File: src/shared/iopc_params.svh
// register offsets, field positions, reset values and widths of the i/o port block
`ifndef IOPC_PARAMS_SVH
`define IOPC_PARAMS_SVH

// =====================================================================
// register byte offsets
`define IOPC_OFS_DIR        8'h00
`define IOPC_OFS_LATCH      8'h04
`define IOPC_OFS_PORT       8'h08
`define IOPC_OFS_ODSEL      8'h0c
`define IOPC_OFS_ANCFG      8'h10
`define IOPC_OFS_CNEN_LO    8'h14
`define IOPC_OFS_CNEN_HI    8'h18
`define IOPC_OFS_PU_LO      8'h1c
`define IOPC_OFS_PU_HI      8'h20
`define IOPC_OFS_ROUTE      8'h24
`define IOPC_OFS_IRQ_STAT   8'h28
`define IOPC_OFS_IRQ_CLR    8'h2c
`define IOPC_OFS_IRQ_EN     8'h30

// =====================================================================
// reset values
`define IOPC_RST_DIR        16'hffff
`define IOPC_RST_LATCH      16'h0000
`define IOPC_RST_ODSEL      16'h0000
`define IOPC_RST_ANCFG      16'h0000
`define IOPC_RST_CNEN       21'h000000
`define IOPC_RST_PU         21'h000000
`define IOPC_RST_ROUTE_SEL  5'h1f
`define IOPC_RST_IRQ_EN     1'h0

// =====================================================================
// field positions and sizes
`define IOPC_ROUTE_CLK_LSB  8
`define IOPC_ROUTE_DAT_LSB  0
`define IOPC_ROUTE_W        5
`define IOPC_CN_LO_W        16
`define IOPC_CN_HI_W        5
`define IOPC_IRQ_CN_BIT     0
`define IOPC_PORT_W         16
`define IOPC_CN_W           21
`define IOPC_RP_W           26

`endif

File: src/shared/iopc_pkg.sv
// shared types of the i/o port block
package iopc_pkg;

    // =====================================================================
    // bus transfer kinds
    typedef enum logic [1:0] {
        IOPC_TR_IDLE   = 2'b00,
        IOPC_TR_BUSY   = 2'b01,
        IOPC_TR_NONSEQ = 2'b10,
        IOPC_TR_SEQ    = 2'b11
    } iopc_htrans_t;

    typedef logic [4:0] iopc_route_sel_t;

endpackage

File: src/rtl/iopc_route_mux.sv
// selects one remappable pin for a peripheral input, or ground
`timescale 1ns/1ps
`include "iopc_params.svh"
module iopc_route_mux #(
    parameter int N = `IOPC_RP_W
) (
    input wire logic clk_sys,
    input wire logic rst_n,
    input wire logic [N-1:0] pins,
    input wire iopc_pkg::iopc_route_sel_t sel,
    output logic routed_q
);
    logic in_range;
    logic picked;

    // codes above the last pin, 11111 among them, tie the input low
    assign in_range = (32'(sel) < N);
    assign picked = in_range ? pins[sel] : 1'b0;

    always_ff @(posedge clk_sys or negedge rst_n) begin
        if (!rst_n) begin
            routed_q <= 1'b0;
        end else begin
            routed_q <= picked;
        end
    end
endmodule

File: src/rtl/iopc_sync.sv
// two-stage synchroniser for a group of levels
`timescale 1ns/1ps
module iopc_sync #(
    parameter int W = 1
) (
    input wire logic clk_sys,
    input wire logic rst_n,
    input wire logic [W-1:0] d,
    output logic [W-1:0] q
);
    logic [W-1:0] meta_q;

    // only the second stage is ever read
    always_ff @(posedge clk_sys or negedge rst_n) begin
        if (!rst_n) begin
            meta_q <= '0;
            q <= '0;
        end else begin
            meta_q <= d;
            q <= meta_q;
        end
    end
endmodule

File: src/rtl/iopc_top.sv
// general-purpose i/o port with change notification and spi2 input routing
//
// What this block does
// - a set open-drain select bit makes the pin drive low only and float instead of driving high.
// - the analog pin configuration register resets to zero, so shared pins start in analog mode.
// - a port read returns 0 for every pin configured as analog, whatever its level.
// - a pin configured as digital input is cut off from the analog conversion path.
// - a level change on any enabled change-notice input raises an interrupt request.
// - change detection on enabled inputs keeps working with the clock stopped, via a wake output.
// - up to 21 change-notice inputs are supported.
// - each change-notice input has its own enable bit, split over a low and a high register.
// - each change-notice input has its own weak pull-up control bit, split over two registers.
// - bits 4 to 0 of the route register pick the remappable pin for the spi2 data, 11111 is ground.
`timescale 1ns/1ps
`include "iopc_params.svh"
module iopc_top #(
    parameter int PORT_W = `IOPC_PORT_W,
    parameter int CN_W = `IOPC_CN_W,
    parameter int RP_W = `IOPC_RP_W
) (
    input wire logic clk_sys,
    input wire logic nrst,
    // ahb-lite slave
    input wire logic hsel,
    input wire logic [7:0] haddr,
    input wire logic [1:0] htrans,
    input wire logic hwrite,
    input wire logic [2:0] hsize,
    input wire logic [31:0] hwdata,
    input wire logic hready,
    output logic hreadyout,
    output logic hresp,
    output logic [31:0] hrdata,
    // port pins
    input wire logic [PORT_W-1:0] pad_in,
    output logic [PORT_W-1:0] pad_out,
    output logic [PORT_W-1:0] pad_oe,
    output logic [PORT_W-1:0] analog_input_pin_connect,
    output logic [PORT_W-1:0] digital_in_enable,
    // change-notice pins
    input wire logic [CN_W-1:0] change_notice_input,
    output logic [CN_W-1:0] change_notice_pullup,
    output logic change_notice_wake,
    // remappable pins and spi2 inputs
    input wire logic [RP_W-1:0] remappable_pin,
    output logic spi2_serial_clock_in,
    output logic spi2_serial_data_in,
    output logic irq
);
    // =====================================================================
    // reset release
    logic rst_n;
    logic [0:0] rst_sync;

    iopc_sync #(.W(1)) u_rst_sync (
        .clk_sys(clk_sys),
        .rst_n(nrst),
        .d(1'b1),
        .q(rst_sync)
    );
    assign rst_n = rst_sync[0];

    // =====================================================================
    // registers
    logic [PORT_W-1:0] dir_q;
    logic [PORT_W-1:0] latch_q;
    logic [PORT_W-1:0] odsel_q;
    logic [PORT_W-1:0] ancfg_q;
    logic [CN_W-1:0] cn_en_q;
    logic [CN_W-1:0] pu_en_q;
    iopc_pkg::iopc_route_sel_t route_clk_q;
    iopc_pkg::iopc_route_sel_t route_dat_q;
    logic cn_pend_q;
    logic irq_en_q;

    // =====================================================================
    // bus address phase and data phase
    logic addr_ok;
    logic tr_active;
    logic wr_pend_q;
    logic [7:0] wr_addr_q;
    logic [31:0] rd_data;

    assign hreadyout = 1'b1;
    assign hresp = 1'b0;
    // seq is taken like nonseq: every access is a single word anyway
    assign tr_active = (htrans == 2'(iopc_pkg::IOPC_TR_NONSEQ)) || (htrans == 2'(iopc_pkg::IOPC_TR_SEQ));
    assign addr_ok = hsel && hready && tr_active;

    always_ff @(posedge clk_sys or negedge rst_n) begin
        if (!rst_n) begin
            wr_pend_q <= 1'b0;
            wr_addr_q <= 8'h00;
        end else begin
            wr_pend_q <= addr_ok && hwrite;
            wr_addr_q <= haddr;
        end
    end

    logic wr_dir;
    logic wr_latch;
    logic wr_odsel;
    logic wr_ancfg;
    logic wr_cnen_lo;
    logic wr_cnen_hi;
    logic wr_pu_lo;
    logic wr_pu_hi;
    logic wr_route;
    logic wr_irq_clr;
    logic wr_irq_en;

    // a write to the port address lands in the output latch
    assign wr_dir = wr_pend_q && wr_addr_q == `IOPC_OFS_DIR;
    assign wr_latch = wr_pend_q && (wr_addr_q == `IOPC_OFS_LATCH || wr_addr_q == `IOPC_OFS_PORT);
    assign wr_odsel = wr_pend_q && wr_addr_q == `IOPC_OFS_ODSEL;
    assign wr_ancfg = wr_pend_q && wr_addr_q == `IOPC_OFS_ANCFG;
    assign wr_cnen_lo = wr_pend_q && wr_addr_q == `IOPC_OFS_CNEN_LO;
    assign wr_cnen_hi = wr_pend_q && wr_addr_q == `IOPC_OFS_CNEN_HI;
    assign wr_pu_lo = wr_pend_q && wr_addr_q == `IOPC_OFS_PU_LO;
    assign wr_pu_hi = wr_pend_q && wr_addr_q == `IOPC_OFS_PU_HI;
    assign wr_route = wr_pend_q && wr_addr_q == `IOPC_OFS_ROUTE;
    assign wr_irq_clr = wr_pend_q && wr_addr_q == `IOPC_OFS_IRQ_CLR;
    assign wr_irq_en = wr_pend_q && wr_addr_q == `IOPC_OFS_IRQ_EN;

    always_ff @(posedge clk_sys or negedge rst_n) begin
        if (!rst_n) begin
            // all pins come up as inputs, so nothing drives before software sets up
            dir_q <= `IOPC_RST_DIR;
            latch_q <= `IOPC_RST_LATCH;
            odsel_q <= `IOPC_RST_ODSEL;
            ancfg_q <= `IOPC_RST_ANCFG;
            irq_en_q <= `IOPC_RST_IRQ_EN;
        end else begin
            if (wr_dir) dir_q <= hwdata[PORT_W-1:0];
            if (wr_latch) latch_q <= hwdata[PORT_W-1:0];
            if (wr_odsel) odsel_q <= hwdata[PORT_W-1:0];
            if (wr_ancfg) ancfg_q <= hwdata[PORT_W-1:0];
            if (wr_irq_en) irq_en_q <= hwdata[`IOPC_IRQ_CN_BIT];
        end
    end

    // enables and pull-ups are split into a low and a high word
    always_ff @(posedge clk_sys or negedge rst_n) begin
        if (!rst_n) begin
            cn_en_q <= `IOPC_RST_CNEN;
            pu_en_q <= `IOPC_RST_PU;
        end else begin
            if (wr_cnen_lo) cn_en_q[`IOPC_CN_LO_W-1:0] <= hwdata[`IOPC_CN_LO_W-1:0];
            if (wr_cnen_hi) cn_en_q[CN_W-1:`IOPC_CN_LO_W] <= hwdata[`IOPC_CN_HI_W-1:0];
            if (wr_pu_lo) pu_en_q[`IOPC_CN_LO_W-1:0] <= hwdata[`IOPC_CN_LO_W-1:0];
            if (wr_pu_hi) pu_en_q[CN_W-1:`IOPC_CN_LO_W] <= hwdata[`IOPC_CN_HI_W-1:0];
        end
    end

    always_ff @(posedge clk_sys or negedge rst_n) begin
        if (!rst_n) begin
            route_clk_q <= `IOPC_RST_ROUTE_SEL;
            route_dat_q <= `IOPC_RST_ROUTE_SEL;
        end else if (wr_route) begin
            route_clk_q <= hwdata[`IOPC_ROUTE_CLK_LSB +: `IOPC_ROUTE_W];
            route_dat_q <= hwdata[`IOPC_ROUTE_DAT_LSB +: `IOPC_ROUTE_W];
        end
    end

    // =====================================================================
    // pin drivers
    // open drain only ever pulls low; a high latch bit floats the pin
    assign pad_out = latch_q & ~odsel_q;
    assign pad_oe = ~dir_q & ~(odsel_q & latch_q);
    // the analog path is connected only while a pin is in analog mode
    assign analog_input_pin_connect = ~ancfg_q;
    assign digital_in_enable = ancfg_q;
    assign change_notice_pullup = pu_en_q;
    // pull-ups are not forced off on outputs; keeping them off there is left to software

    // =====================================================================
    // input sampling
    logic [PORT_W-1:0] pad_s;
    logic [CN_W-1:0] cn_s;
    logic [RP_W-1:0] rp_s;
    logic [PORT_W-1:0] port_view;

    iopc_sync #(.W(PORT_W)) u_pad_sync (
        .clk_sys(clk_sys),
        .rst_n(rst_n),
        .d(pad_in),
        .q(pad_s)
    );
    iopc_sync #(.W(CN_W)) u_cn_sync (
        .clk_sys(clk_sys),
        .rst_n(rst_n),
        .d(change_notice_input),
        .q(cn_s)
    );
    iopc_sync #(.W(RP_W)) u_rp_sync (
        .clk_sys(clk_sys),
        .rst_n(rst_n),
        .d(remappable_pin),
        .q(rp_s)
    );

    // analog pins read back as low
    assign port_view = pad_s & ancfg_q;

    // =====================================================================
    // change notification
    logic [CN_W-1:0] cn_last_q;
    logic cn_changed;

    // all 21 inputs are compared against the level seen one cycle earlier
    // enables reset to zero, so the first captures after reset raise no false change
    assign cn_changed = |(cn_en_q & (cn_s ^ cn_last_q));
    // raw pins on purpose: with the clock stopped there is nothing to synchronise to,
    // so whoever uses this wake level must resynchronise it first
    assign change_notice_wake = |(cn_en_q & (change_notice_input ^ cn_last_q));

    always_ff @(posedge clk_sys or negedge rst_n) begin
        if (!rst_n) begin
            cn_last_q <= '0;
            cn_pend_q <= 1'b0;
        end else begin
            cn_last_q <= cn_s;
            // a new change in the clearing cycle keeps the flag set
            if (cn_changed) begin
                cn_pend_q <= 1'b1;
            end else if (wr_irq_clr && hwdata[`IOPC_IRQ_CN_BIT]) begin
                cn_pend_q <= 1'b0;
            end
        end
    end

    assign irq = cn_pend_q & irq_en_q;

    // =====================================================================
    // spi2 input routing
    // both routes pick from the same synchronised pins, so their delays match
    iopc_route_mux #(.N(RP_W)) u_route_clk (
        .clk_sys(clk_sys),
        .rst_n(rst_n),
        .pins(rp_s),
        .sel(route_clk_q),
        .routed_q(spi2_serial_clock_in)
    );
    iopc_route_mux #(.N(RP_W)) u_route_dat (
        .clk_sys(clk_sys),
        .rst_n(rst_n),
        .pins(rp_s),
        .sel(route_dat_q),
        .routed_q(spi2_serial_data_in)
    );

    // =====================================================================
    // read data
    // read data is fetched in the address phase, so a read right behind a
    // write to the same register sees the old value; software spaces them
    always_comb begin
        rd_data = 32'h0000_0000;
        if (haddr == `IOPC_OFS_DIR) begin
            rd_data[PORT_W-1:0] = dir_q;
        end else if (haddr == `IOPC_OFS_LATCH) begin
            rd_data[PORT_W-1:0] = latch_q;
        end else if (haddr == `IOPC_OFS_PORT) begin
            rd_data[PORT_W-1:0] = port_view;
        end else if (haddr == `IOPC_OFS_ODSEL) begin
            rd_data[PORT_W-1:0] = odsel_q;
        end else if (haddr == `IOPC_OFS_ANCFG) begin
            rd_data[PORT_W-1:0] = ancfg_q;
        end else if (haddr == `IOPC_OFS_CNEN_LO) begin
            rd_data[`IOPC_CN_LO_W-1:0] = cn_en_q[`IOPC_CN_LO_W-1:0];
        end else if (haddr == `IOPC_OFS_CNEN_HI) begin
            rd_data[`IOPC_CN_HI_W-1:0] = cn_en_q[CN_W-1:`IOPC_CN_LO_W];
        end else if (haddr == `IOPC_OFS_PU_LO) begin
            rd_data[`IOPC_CN_LO_W-1:0] = pu_en_q[`IOPC_CN_LO_W-1:0];
        end else if (haddr == `IOPC_OFS_PU_HI) begin
            rd_data[`IOPC_CN_HI_W-1:0] = pu_en_q[CN_W-1:`IOPC_CN_LO_W];
        end else if (haddr == `IOPC_OFS_ROUTE) begin
            rd_data[`IOPC_ROUTE_CLK_LSB +: `IOPC_ROUTE_W] = route_clk_q;
            rd_data[`IOPC_ROUTE_DAT_LSB +: `IOPC_ROUTE_W] = route_dat_q;
        end else if (haddr == `IOPC_OFS_IRQ_STAT) begin
            rd_data[`IOPC_IRQ_CN_BIT] = cn_pend_q;
        end else if (haddr == `IOPC_OFS_IRQ_EN) begin
            rd_data[`IOPC_IRQ_CN_BIT] = irq_en_q;
        end
    end

    always_ff @(posedge clk_sys or negedge rst_n) begin
        if (!rst_n) begin
            hrdata <= 32'h0000_0000;
        end else if (addr_ok && !hwrite) begin
            hrdata <= rd_data;
        end
    end

    // hsize is accepted but every access is treated as a whole word
    logic unused_ok;
    assign unused_ok = ^hsize;
endmodule

File: config.mk
export PLATFORM = sky130hd
export DESIGN_NAME = iopc_top
export DESIGN_NICKNAME = d
export VERILOG_FILES = /design/src/shared/iopc_pkg.sv /design/src/rtl/iopc_route_mux.sv /design/src/rtl/iopc_sync.sv /design/src/rtl/iopc_top.sv
export VERILOG_INCLUDE_DIRS = /design/src /design/src/shared
export SDC_FILE = /design/constraint.sdc
export NUM_CORES = 1
export LEC_CHECK = 0
export ABC_AREA = 1
export BUFFER_PORTS_ARGS = -buffer_cell sky130_fd_sc_hd__clkbuf_2
export CORE_UTILIZATION = 61
export CTS_BUF_LIST = sky130_fd_sc_hd__clkbuf_2
export CTS_CLUSTER_SIZE = 25
export DETAILED_ROUTE_END_ITERATION = 6
export MAX_ROUTING_LAYER = met4
export PLACE_DENSITY = 0.95
export SYNTH_ARGS = -nofsm -noshare
export SYNTH_HDL_FRONTEND = slang
export SYNTH_SLANG_ARGS = --single-unit
export TNS_END_PERCENT = 100
File: constraint.sdc
create_clock -name clk_sys -period 25.1 [get_ports clk_sys]
set_input_delay 6.275 -clock clk_sys [delete_from_list [all_inputs] [get_ports clk_sys]]
set_output_delay 6.275 -clock clk_sys [all_outputs]
set_load 0.01 [all_outputs]
==> results of run 1 <==
-- worst register-to-register path, stage by stage, from the launching register on --
cell	delay [ns]
dfrtp_1	0.37
nor2_1	0.21
inv_1	0.18
nor3_2	0.22
nand3_1	0.83
o21ai_0	0.48
-- through the flow --
step / worst slack [ns] / cells / utilization / area, sq um
5_1_grt: 11.13 / 1733 / 0.722 / 13500
3_3_place_gp: 11.22 / 1599 / 0.683 / 12800
6_report: 11.22 / 1733 / 0.722 / 13500
4_1_cts: 11.24 / 1732 / 0.722 / 13500
3_5_place_dp: 11.26 / 1599 / 0.683 / 12800
2_1_floorplan: 11.72 / 1217 / - / 11700
-- kinds of logic after synthesis --
family,Yosys count,synth area share
AO/OA/AOI/OAI,262,0.122
flip-flops,294,0.633
buffers and inverters,163,0.0608
other,2,0.000643
XOR/XNOR,11,0.00825
AND/OR/NAND/NOR,466,0.173
multiplexers,2,0.00193
-- flip-flops by register name, indices dropped and copies added, names as in the netlist, 5 cells and up --
| register | cells |
|---|---|
| change_notice_pullup | 21 |
| cn_en_q | 21 |
| cn_last_q | 21 |
| digital_in_enable | 16 |
| dir_q | 16 |
| hrdata | 16 |
| latch_q | 16 |
| odsel_q | 16 |
| route_clk_q | 5 |
| route_dat_q | 5 |
| u_cn_sync.meta_q | 21 |
| u_cn_sync.q | 21 |
| u_pad_sync.meta_q | 16 |
| u_pad_sync.q | 16 |
| u_rp_sync.meta_q | 26 |
| u_rp_sync.q | 26 |
| wr_addr_q | 8 |
-- area by class of cell --
type,count,area share
flip-flops and latches,294,0.548
multi-input cells,760,0.270
repair buffers,202,0.0767
clock buffers,110,0.0408
inverters,109,0.0303
well taps,234,0.0217
clock inverters,23,0.0127
diodes,1,0.000185
-- final timing paths --
kind | to | slack, ns
max | change_notice_wake | 11.22
min | u_rp_sync.q[2]$_DFF_PN0_ | 0.33
max reg2reg | cn_en_q[12]$_DFFE_PN0P_ | 22.71
min reg2reg | u_rp_sync.q[2]$_DFF_PN0_ | 0.33
max in group asynchronous | u_rst_sync.q$_DFF_PN0_ | 19.82
min in group clk_sys | u_cn_sync.q[4]$_DFF_PN0_ | 0.33
-- routing by layer --
layer,vias to the layer above,wire (microns)
li1,4428,-
met1,4708,12100
met2,688,14900
met3,174,3300
met4,0,1990
met5,-,0
-- cells in the mapped netlist, types with 12 or more instances --
cell / instances
o21ai_0: 143
nand3_1: 49
buf_4: 20
o22ai_1: 12
nand2_1: 244
nand4_1: 16
dfstp_2: 26
clkbuf_1: 21
a21oi_1: 66
nor2_1: 123
inv_1: 105
buf_2: 12
dfrtp_1: 268
-- power by group through the flow --
| stage | Clock [mW] | Combinational (mW) | Sequential [mW] |
|---|---|---|---|
| 4_1_cts | 0.346 | 0.0472 | 0.504 |
| 3_5_place_dp | 0 | 0.0469 | 0.513 |
| 5_1_grt | 0.372 | 0.0530 | 0.506 |
| 3_3_place_gp | 0 | 0.0453 | 0.511 |
| 6_report | 0.341 | 0.0473 | 0.504 |
| 2_1_floorplan | 0 | 0.0221 | 0.515 |
==> metrics.md, run 1 <==
| Metric | Value |
|---|---|
| Run status | `finished clean` |
| Critical Path Start Type | `input pin` |
| Core area | `18700 sq um` |
| Area added between synthesis and finish | `15.6%` |
| Worst VDD drop | `0.0000581 V` |
| Synth Register Bits | `294` |
| Largest fanout of any net on the critical path | `3` |
| Starting density of the core | `0.624` |
| Final setup skew | `0.0396 ns` |
| Die outline area | `19700 sq um` |
| Fill cells | `~1.3k` |
| Post-layout min period | `13.88 ns` |
| Number of global-route vias before repair | `9866` |
| Switching part of the total power | `0.266` |
| Crit path launch | `change_notice_input[0]` |
| Average cell area after synthesis | `9.73 sq um` |
| Leftover overflow at the end of global routing | `0` |
| Sum of net half-perimeters after detailed placement | `22400 microns` |
| GR Layer Usage met1 | `0.437` |
| Setup violation total in the final timing report | `0` |
| Count of flip-flops with a built-in enable after synthesis | `0` |
| Total of max-cap violations | `0` |
| Total setup buffers inserted after CTS | `0` |
| CTS tree | `built` |
| Clock Sinks | `294` |
| P_int | `between 0.6 and 0.7 mW` |
| Post-route fraction of the period consumed by the critical path | `0.553` |
| Library cell occupying the most area in the post-synthesis netlist | `dfrtp_1` |
| Number of cell rows | `50` |
| Placer Congestion | `0.923` |
| Multi-input gate area | `3640 sq um` |
| Req. time, crit path | `roughly 19 ns` |
| Level count of the clock H-tree | `3` |
| I/O Pins | `around 240` |
| Worst min-delay path category | `register to async pin` |
| Slowest Stage Delay on Critical Path | `0.45 ns` |
| Final hold viol count | `0` |
| 1st-pass router iterations | `7` |
| Commonest non-fill, non-tap cell in the layout | `clkbuf_2` |
| Routed via count | `around 10k` |
| Unique cell type count in the Yosys netlist | `44` |
| Leading cell types by total area after synthesis | `dfrtp_1 (57%), nand2_1 (7.8%), o21ai_0 (6.1%), dfstp_2 (5.9%), nor2_1 (4.0%)` |
| Count of buffers from port buffering | `between 150 and 200` |
| WL final | `32300 microns` |
| Most common flop cell mapped by yosys | `dfrtp_1` |
| Sequential cell area | `~7400 sq um` |
| WP depth | `7` |
| Chip width | `140 microns` |
| Setup repair after global routing missed its margin | `false` |
| Largest net degree at the start of global routing | `roughly 200` |
| Clock latency on the worst-skew pair | `between 0.8 and 0.9 ns` |
| Sw power | `0.237 mW` |
| Post-cts gate resize count | `0` |
| GRT Total Usage | `0.357` |
| CP Capture Type | `primary output` |
| Cell count of the worst reg-to-reg path | `5` |
| Violation count after the first detailed-route iteration | `1242` |
| Highest-utilization routing layer at the global route stage | `met2` |
| Average detailed-routed wire length per instance | `approximately 19 microns` |
| Final Net Count | `roughly 1.6k` |
| Worst slew margin relative to its limit | `0.219` |
| Relative contribution of the clock network to total power | `0.382` |
| Count of nets left with antenna violations after detail routing | `0` |
| Most frequent cells in the layout | `clkbuf_2 (307), dfrtp_1 (267), nand2_1 (244)` |
| Grt met3 use | `0.0926` |
| Share of async-settable or async-resettable flops after synthesis | `1.00` |
| Proportion of synthesized chip area in sequential cells | `0.633` |
| Number of pins with negative max-slew slack in the final report | `0` |
| Part of the power in registers | `0.565` |
| Power density normalized to cell area | `66.1 nW/um^2` |
| Die boundary height | `140 microns` |
| Total negative setup slack | `0 ns` |
| Worst hold margin | `0.332 ns` |
| Cell chain of the critical path | `clkbuf_2, or2_2, nand3_1, nand4_1, a2111oi_0, nand3_1, clkbuf_2` |
| Avg Vias per Cell | `5.77` |
| Fraction of final layout cells sized beyond drive strength 1 | `0.253` |
| Gate count after technology mapping | `1200` |
| Maximum clock insertion buffer count | `3` |
| Least-Margin Pin Slew | `1.17 ns` |
| Cell with the biggest individual delay on the critical path | `a2111oi_0` |
| Initial antenna violation count | `1` |
| Power share of the combinational group | `0.053` |
| DR DRC count | `0` |
| Total clock buffers created by CTS | `74` |
| Clock input transition at the sequential cells of the worst setup and hold paths | `roughly 0.1 ns` |
| Fmax | `72.1 MHz` |
| Setup CP Type | `input pin to primary output` |
| First-pass GRT wire length | `51300 microns` |
| Root cell of the clock tree | `clkbuf_2` |
| Yosys synthesis warning count | `0` |
| Hold buffer count at cts | `0` |
| Top cell type's share of synthesized area | `0.574` |
| Critical path arrival | `7.60 ns` |
| Synth Cell Area | `11700 sq um` |
| Static leakage | `about 7.3 nW` |
| Worst Path Buf+Inv | `2` |
| Fraction of met2 tracks used by global routing | `0.532` |
| Cell family with the largest share of critical-path delay | `simple AND/OR/NAND/NOR gates` |
| Total power after layout | `approximately 0.89 mW` |
| Start of the worst register-to-register path | `wr_addr_q[7]$_DFF_PN0_` |
Note: power is estimated with default switching activity, not from simulation.
==> run 2: changes to the inputs <==
Settings changed: ABC_AREA 1 to 0, CORE_UTILIZATION 61 to 51, PLACE_DENSITY 0.95 to 0.87.
Clock period 25.1 ns to 12.35 ns, I/O delays scaled along.
==> metrics.md, run 2 <==
| Metric | Value |
|---|---|
| Run status | `finished clean` |
| Dominant cell by count in the synthesized netlist | `dfrtp_1` |
| Post-cts gate resize count | `0` |
| Least-Margin Pin Slew | `around 1.1 ns` |
| Final worst slack | `5.01 ns` |
| Max Used Layer | `met4` |
| WL final | `29900 microns` |
| Synth Cell Area | `11800 sq um` |
| Met1 wire length | `12000 microns` |
| Area added between synthesis and finish | `15.8%` |
| Hold buffer count at cts | `0` |
| Root cell of the clock tree | `clkbuf_2` |
| Core area | `22600 sq um` |
| Number of cell rows | `55` |
| Count of buffers from port buffering | `197` |
| P_int | `1.33 mW` |
| Power share of the combinational group | `0.081` |
| Setup violation total in the final timing report | `0` |
| Largest net degree at the start of global routing | `91` |
| Gate count after technology mapping | `862` |
| Clock Sinks | `294` |
| Share of async-settable or async-resettable flops after synthesis | `1.00` |
| Count of flip-flops with a built-in enable after synthesis | `0` |
| Proportion of synthesized chip area in sequential cells | `0.626` |
| Number of instances in the placed design | `around 1.3k` |
| Library cell occupying the most area in the post-synthesis netlist | `dfrtp_1` |
| Power density normalized to cell area | `135 nW/um^2` |
| Worst slack, placed | `around 5.0 ns` |
| Fraction of final layout cells sized beyond drive strength 1 | `0.424` |
| Fmax | `136 MHz` |
| DR DRC count | `0` |
| Die boundary height | `roughly 150 microns` |
| CP Capture Type | `primary output` |
| Chip width | `between 150 and 200 microns` |
| Multi-input gate area | `4120 sq um` |
| GRT Total Usage | `0.266` |
| Starting density of the core | `0.522` |
| Violation count after the first detailed-route iteration | `560` |
| Critical Path Start Type | `input pin` |
| Avg Vias per Cell | `approximately 5.6` |
| Post-layout min period | `7.34 ns` |
| Final Net Count | `between 1k and 1.5k` |
| Die outline area | `23800 sq um` |
| Routed via count | `8164` |
| Fill cells | `approximately 1.8k` |
| Final setup skew | `0.0777 ns` |
| Sequential cell area | `7390 sq um` |
| Total negative setup slack | `0 ns` |
| Unique cell type count in the Yosys netlist | `54` |
| Clock latency on the worst-skew pair | `0.86 ns` |
| Setup repair after global routing missed its margin | `false` |
| Largest registers | `u_rp_sync.meta_q x26, u_rp_sync.q x26` |
| Average cell area after synthesis | `13.7 sq um` |
| Final hold viol count | `0` |
| Count of nets left with antenna violations after detail routing | `0` |
| Worst min-delay path category | `register to register` |
| I/O Pins | `236` |
| Setup CP Type | `input pin to primary output` |
| Worst slew margin relative to its limit | `0.250` |
| Yosys synthesis warning count | `0` |
| Sw power | `about 0.52 mW` |
| Critical path arrival | `~4.3 ns` |
| Number of global-route vias before repair | `8315` |
| Average detailed-routed wire length per instance | `20.6 microns` |
| Maximum clock insertion buffer count | `3` |
| Synth Register Bits | `294` |
| Number of pins with negative max-slew slack in the final report | `0` |
| CTS tree | `built` |
| Placer Congestion | `0.967` |
| Top cell type's share of synthesized area | `0.568` |
| Req. time, crit path | `9.26 ns` |
| Sum of net half-perimeters after detailed placement | `20100 microns` |
| Total of max-cap violations | `0` |
| Largest fanout of any net on the critical path | `2` |
| Count of placed standard cells in the final layout, fillers left out | `1448` |
| Total setup buffers inserted after CTS | `0` |
| Part of the power in registers | `0.568` |
| Level count of the clock H-tree | `3` |
| Switching part of the total power | `0.282` |
| Commonest non-fill, non-tap cell in the layout | `clkbuf_2` |
| Clock input transition at the sequential cells of the worst setup and hold paths | `0.10 ns` |
| Relative contribution of the clock network to total power | `0.351` |
| Post-route fraction of the period consumed by the critical path | `0.595` |
| Static leakage | `6.40 nW` |
| Met3 WL post-DR | `2710 microns` |
| Leftover overflow at the end of global routing | `0` |
| Synth top cells by count | `dfrtp_1 (268), mux2_2 (122), nand2_1 (44), xor2_1 (42), o21ai_0 (38)` |
| 1st-pass router iterations | `5` |
| Total clock buffers created by CTS | `72` |
| Leading cell types by total area after synthesis | `dfrtp_1 (57%), mux2_2 (12%), dfstp_2 (5.8%), xor2_1 (3.1%), mux4_2 (2.9%)` |
| Initial antenna violation count | `1` |
| Most frequent cells in the layout | `clkbuf_2 (302), dfrtp_1 (267), mux2_2 (122)` |
| Worst VDD drop | `roughly 0.000085 V` |
| Met2 routed WL | `14100 microns` |
| First-pass GRT wire length | `46000 microns` |
| Most common flop cell mapped by yosys | `dfrtp_1` |
-- run 2: cell count changes in the layout (fill, tap and decap cells not counted), moves of 85 or more --
cell,previous run,this run
mux2_2,2,122
nor2_1,123,16
nand2_1,244,44
inv_1,105,20
o21ai_0,143,38
-- run 2: final cells by class --
class,count,share of cell area
diodes,1,0.000183
clock buffers,105,0.0384
flip-flops and latches,294,0.541
clock inverters,26,0.0113
repair buffers,205,0.0765
well taps,285,0.0261
inverters,20,0.00549
multi-input cells,512,0.301
-- run 2: power groups by stage --
stage / Combinational (mW) / Clock, mW / Sequential [mW]
2_1_floorplan: 0.0774 / 0 / 1.07
3_3_place_gp: 0.146 / 0 / 1.07
3_5_place_dp: 0.149 / 0 / 1.07
4_1_cts: 0.150 / 0.670 / 1.05
5_1_grt: 0.164 / 0.723 / 1.06
6_report: 0.150 / 0.650 / 1.05
-- run 2: worst paths after layout --
path / start / slack (ns) / depth (start not counted) / endpoint
setup reg to reg: wr_addr_q[7]$_DFF_PN0_ / 9.73 / 5 / cn_en_q[1]$_DFFE_PN0P_
max in group asynchronous: nrst / 10.24 / 1 / u_rst_sync.q$_DFF_PN0_
hold reg to reg: u_pad_sync.meta_q[0]$_DFF_PN0_ / 0.30 / 0 / u_pad_sync.q[0]$_DFF_PN0_
min in group asynchronous: u_rst_sync.q$_DFF_PN0_ / 0.36 / 0 / digital_in_enable[9]$_DFFE_PN0P_
hold / removal: u_pad_sync.meta_q[0]$_DFF_PN0_ / 0.30 / 0 / u_pad_sync.q[0]$_DFF_PN0_
setup / recovery: change_notice_input[20] / 5.01 / 7 / change_notice_wake
-- run 2: worst max-delay path, stage by stage --
cell,delay (ns)
clkbuf_2,0.11
xor2_1,0.15
a222oi_1,0.36
nand3_1,0.12
nor2_1,0.18
nand4_1,0.12
clkbuf_2,0.15
-- run 2: kinds of logic after synthesis --
kind of cell              synth area share
and+or+nand+nor                     0.0652
buffers and inverters               0.0304
other                             0.000636
DFF                                  0.626
AOI/OAI and AO/OA                   0.0867
xor gates and xnor gates            0.0319
muxes                                0.159
-- run 2: per-layer routing --
metal	vias up	GRT usage
li1	3598	-
met1	4097	0.327
met2	391	0.403
met3	78	0.0795
met4	0	0.130
met5	-	-
-- run 2: per-stage QoR --
stage                util  instance area [sq um]  total power [mW]  hold slack [ns]
finish              0.604                  13700              1.85            0.303
CTS                 0.604                  13700              1.87            0.301
global route        0.604                  13700              1.94            0.334
floorplan               -                  11900              1.15            0.331
global placement    0.574                  13000              1.21            0.332
detailed placement  0.574                  13000              1.22            0.335
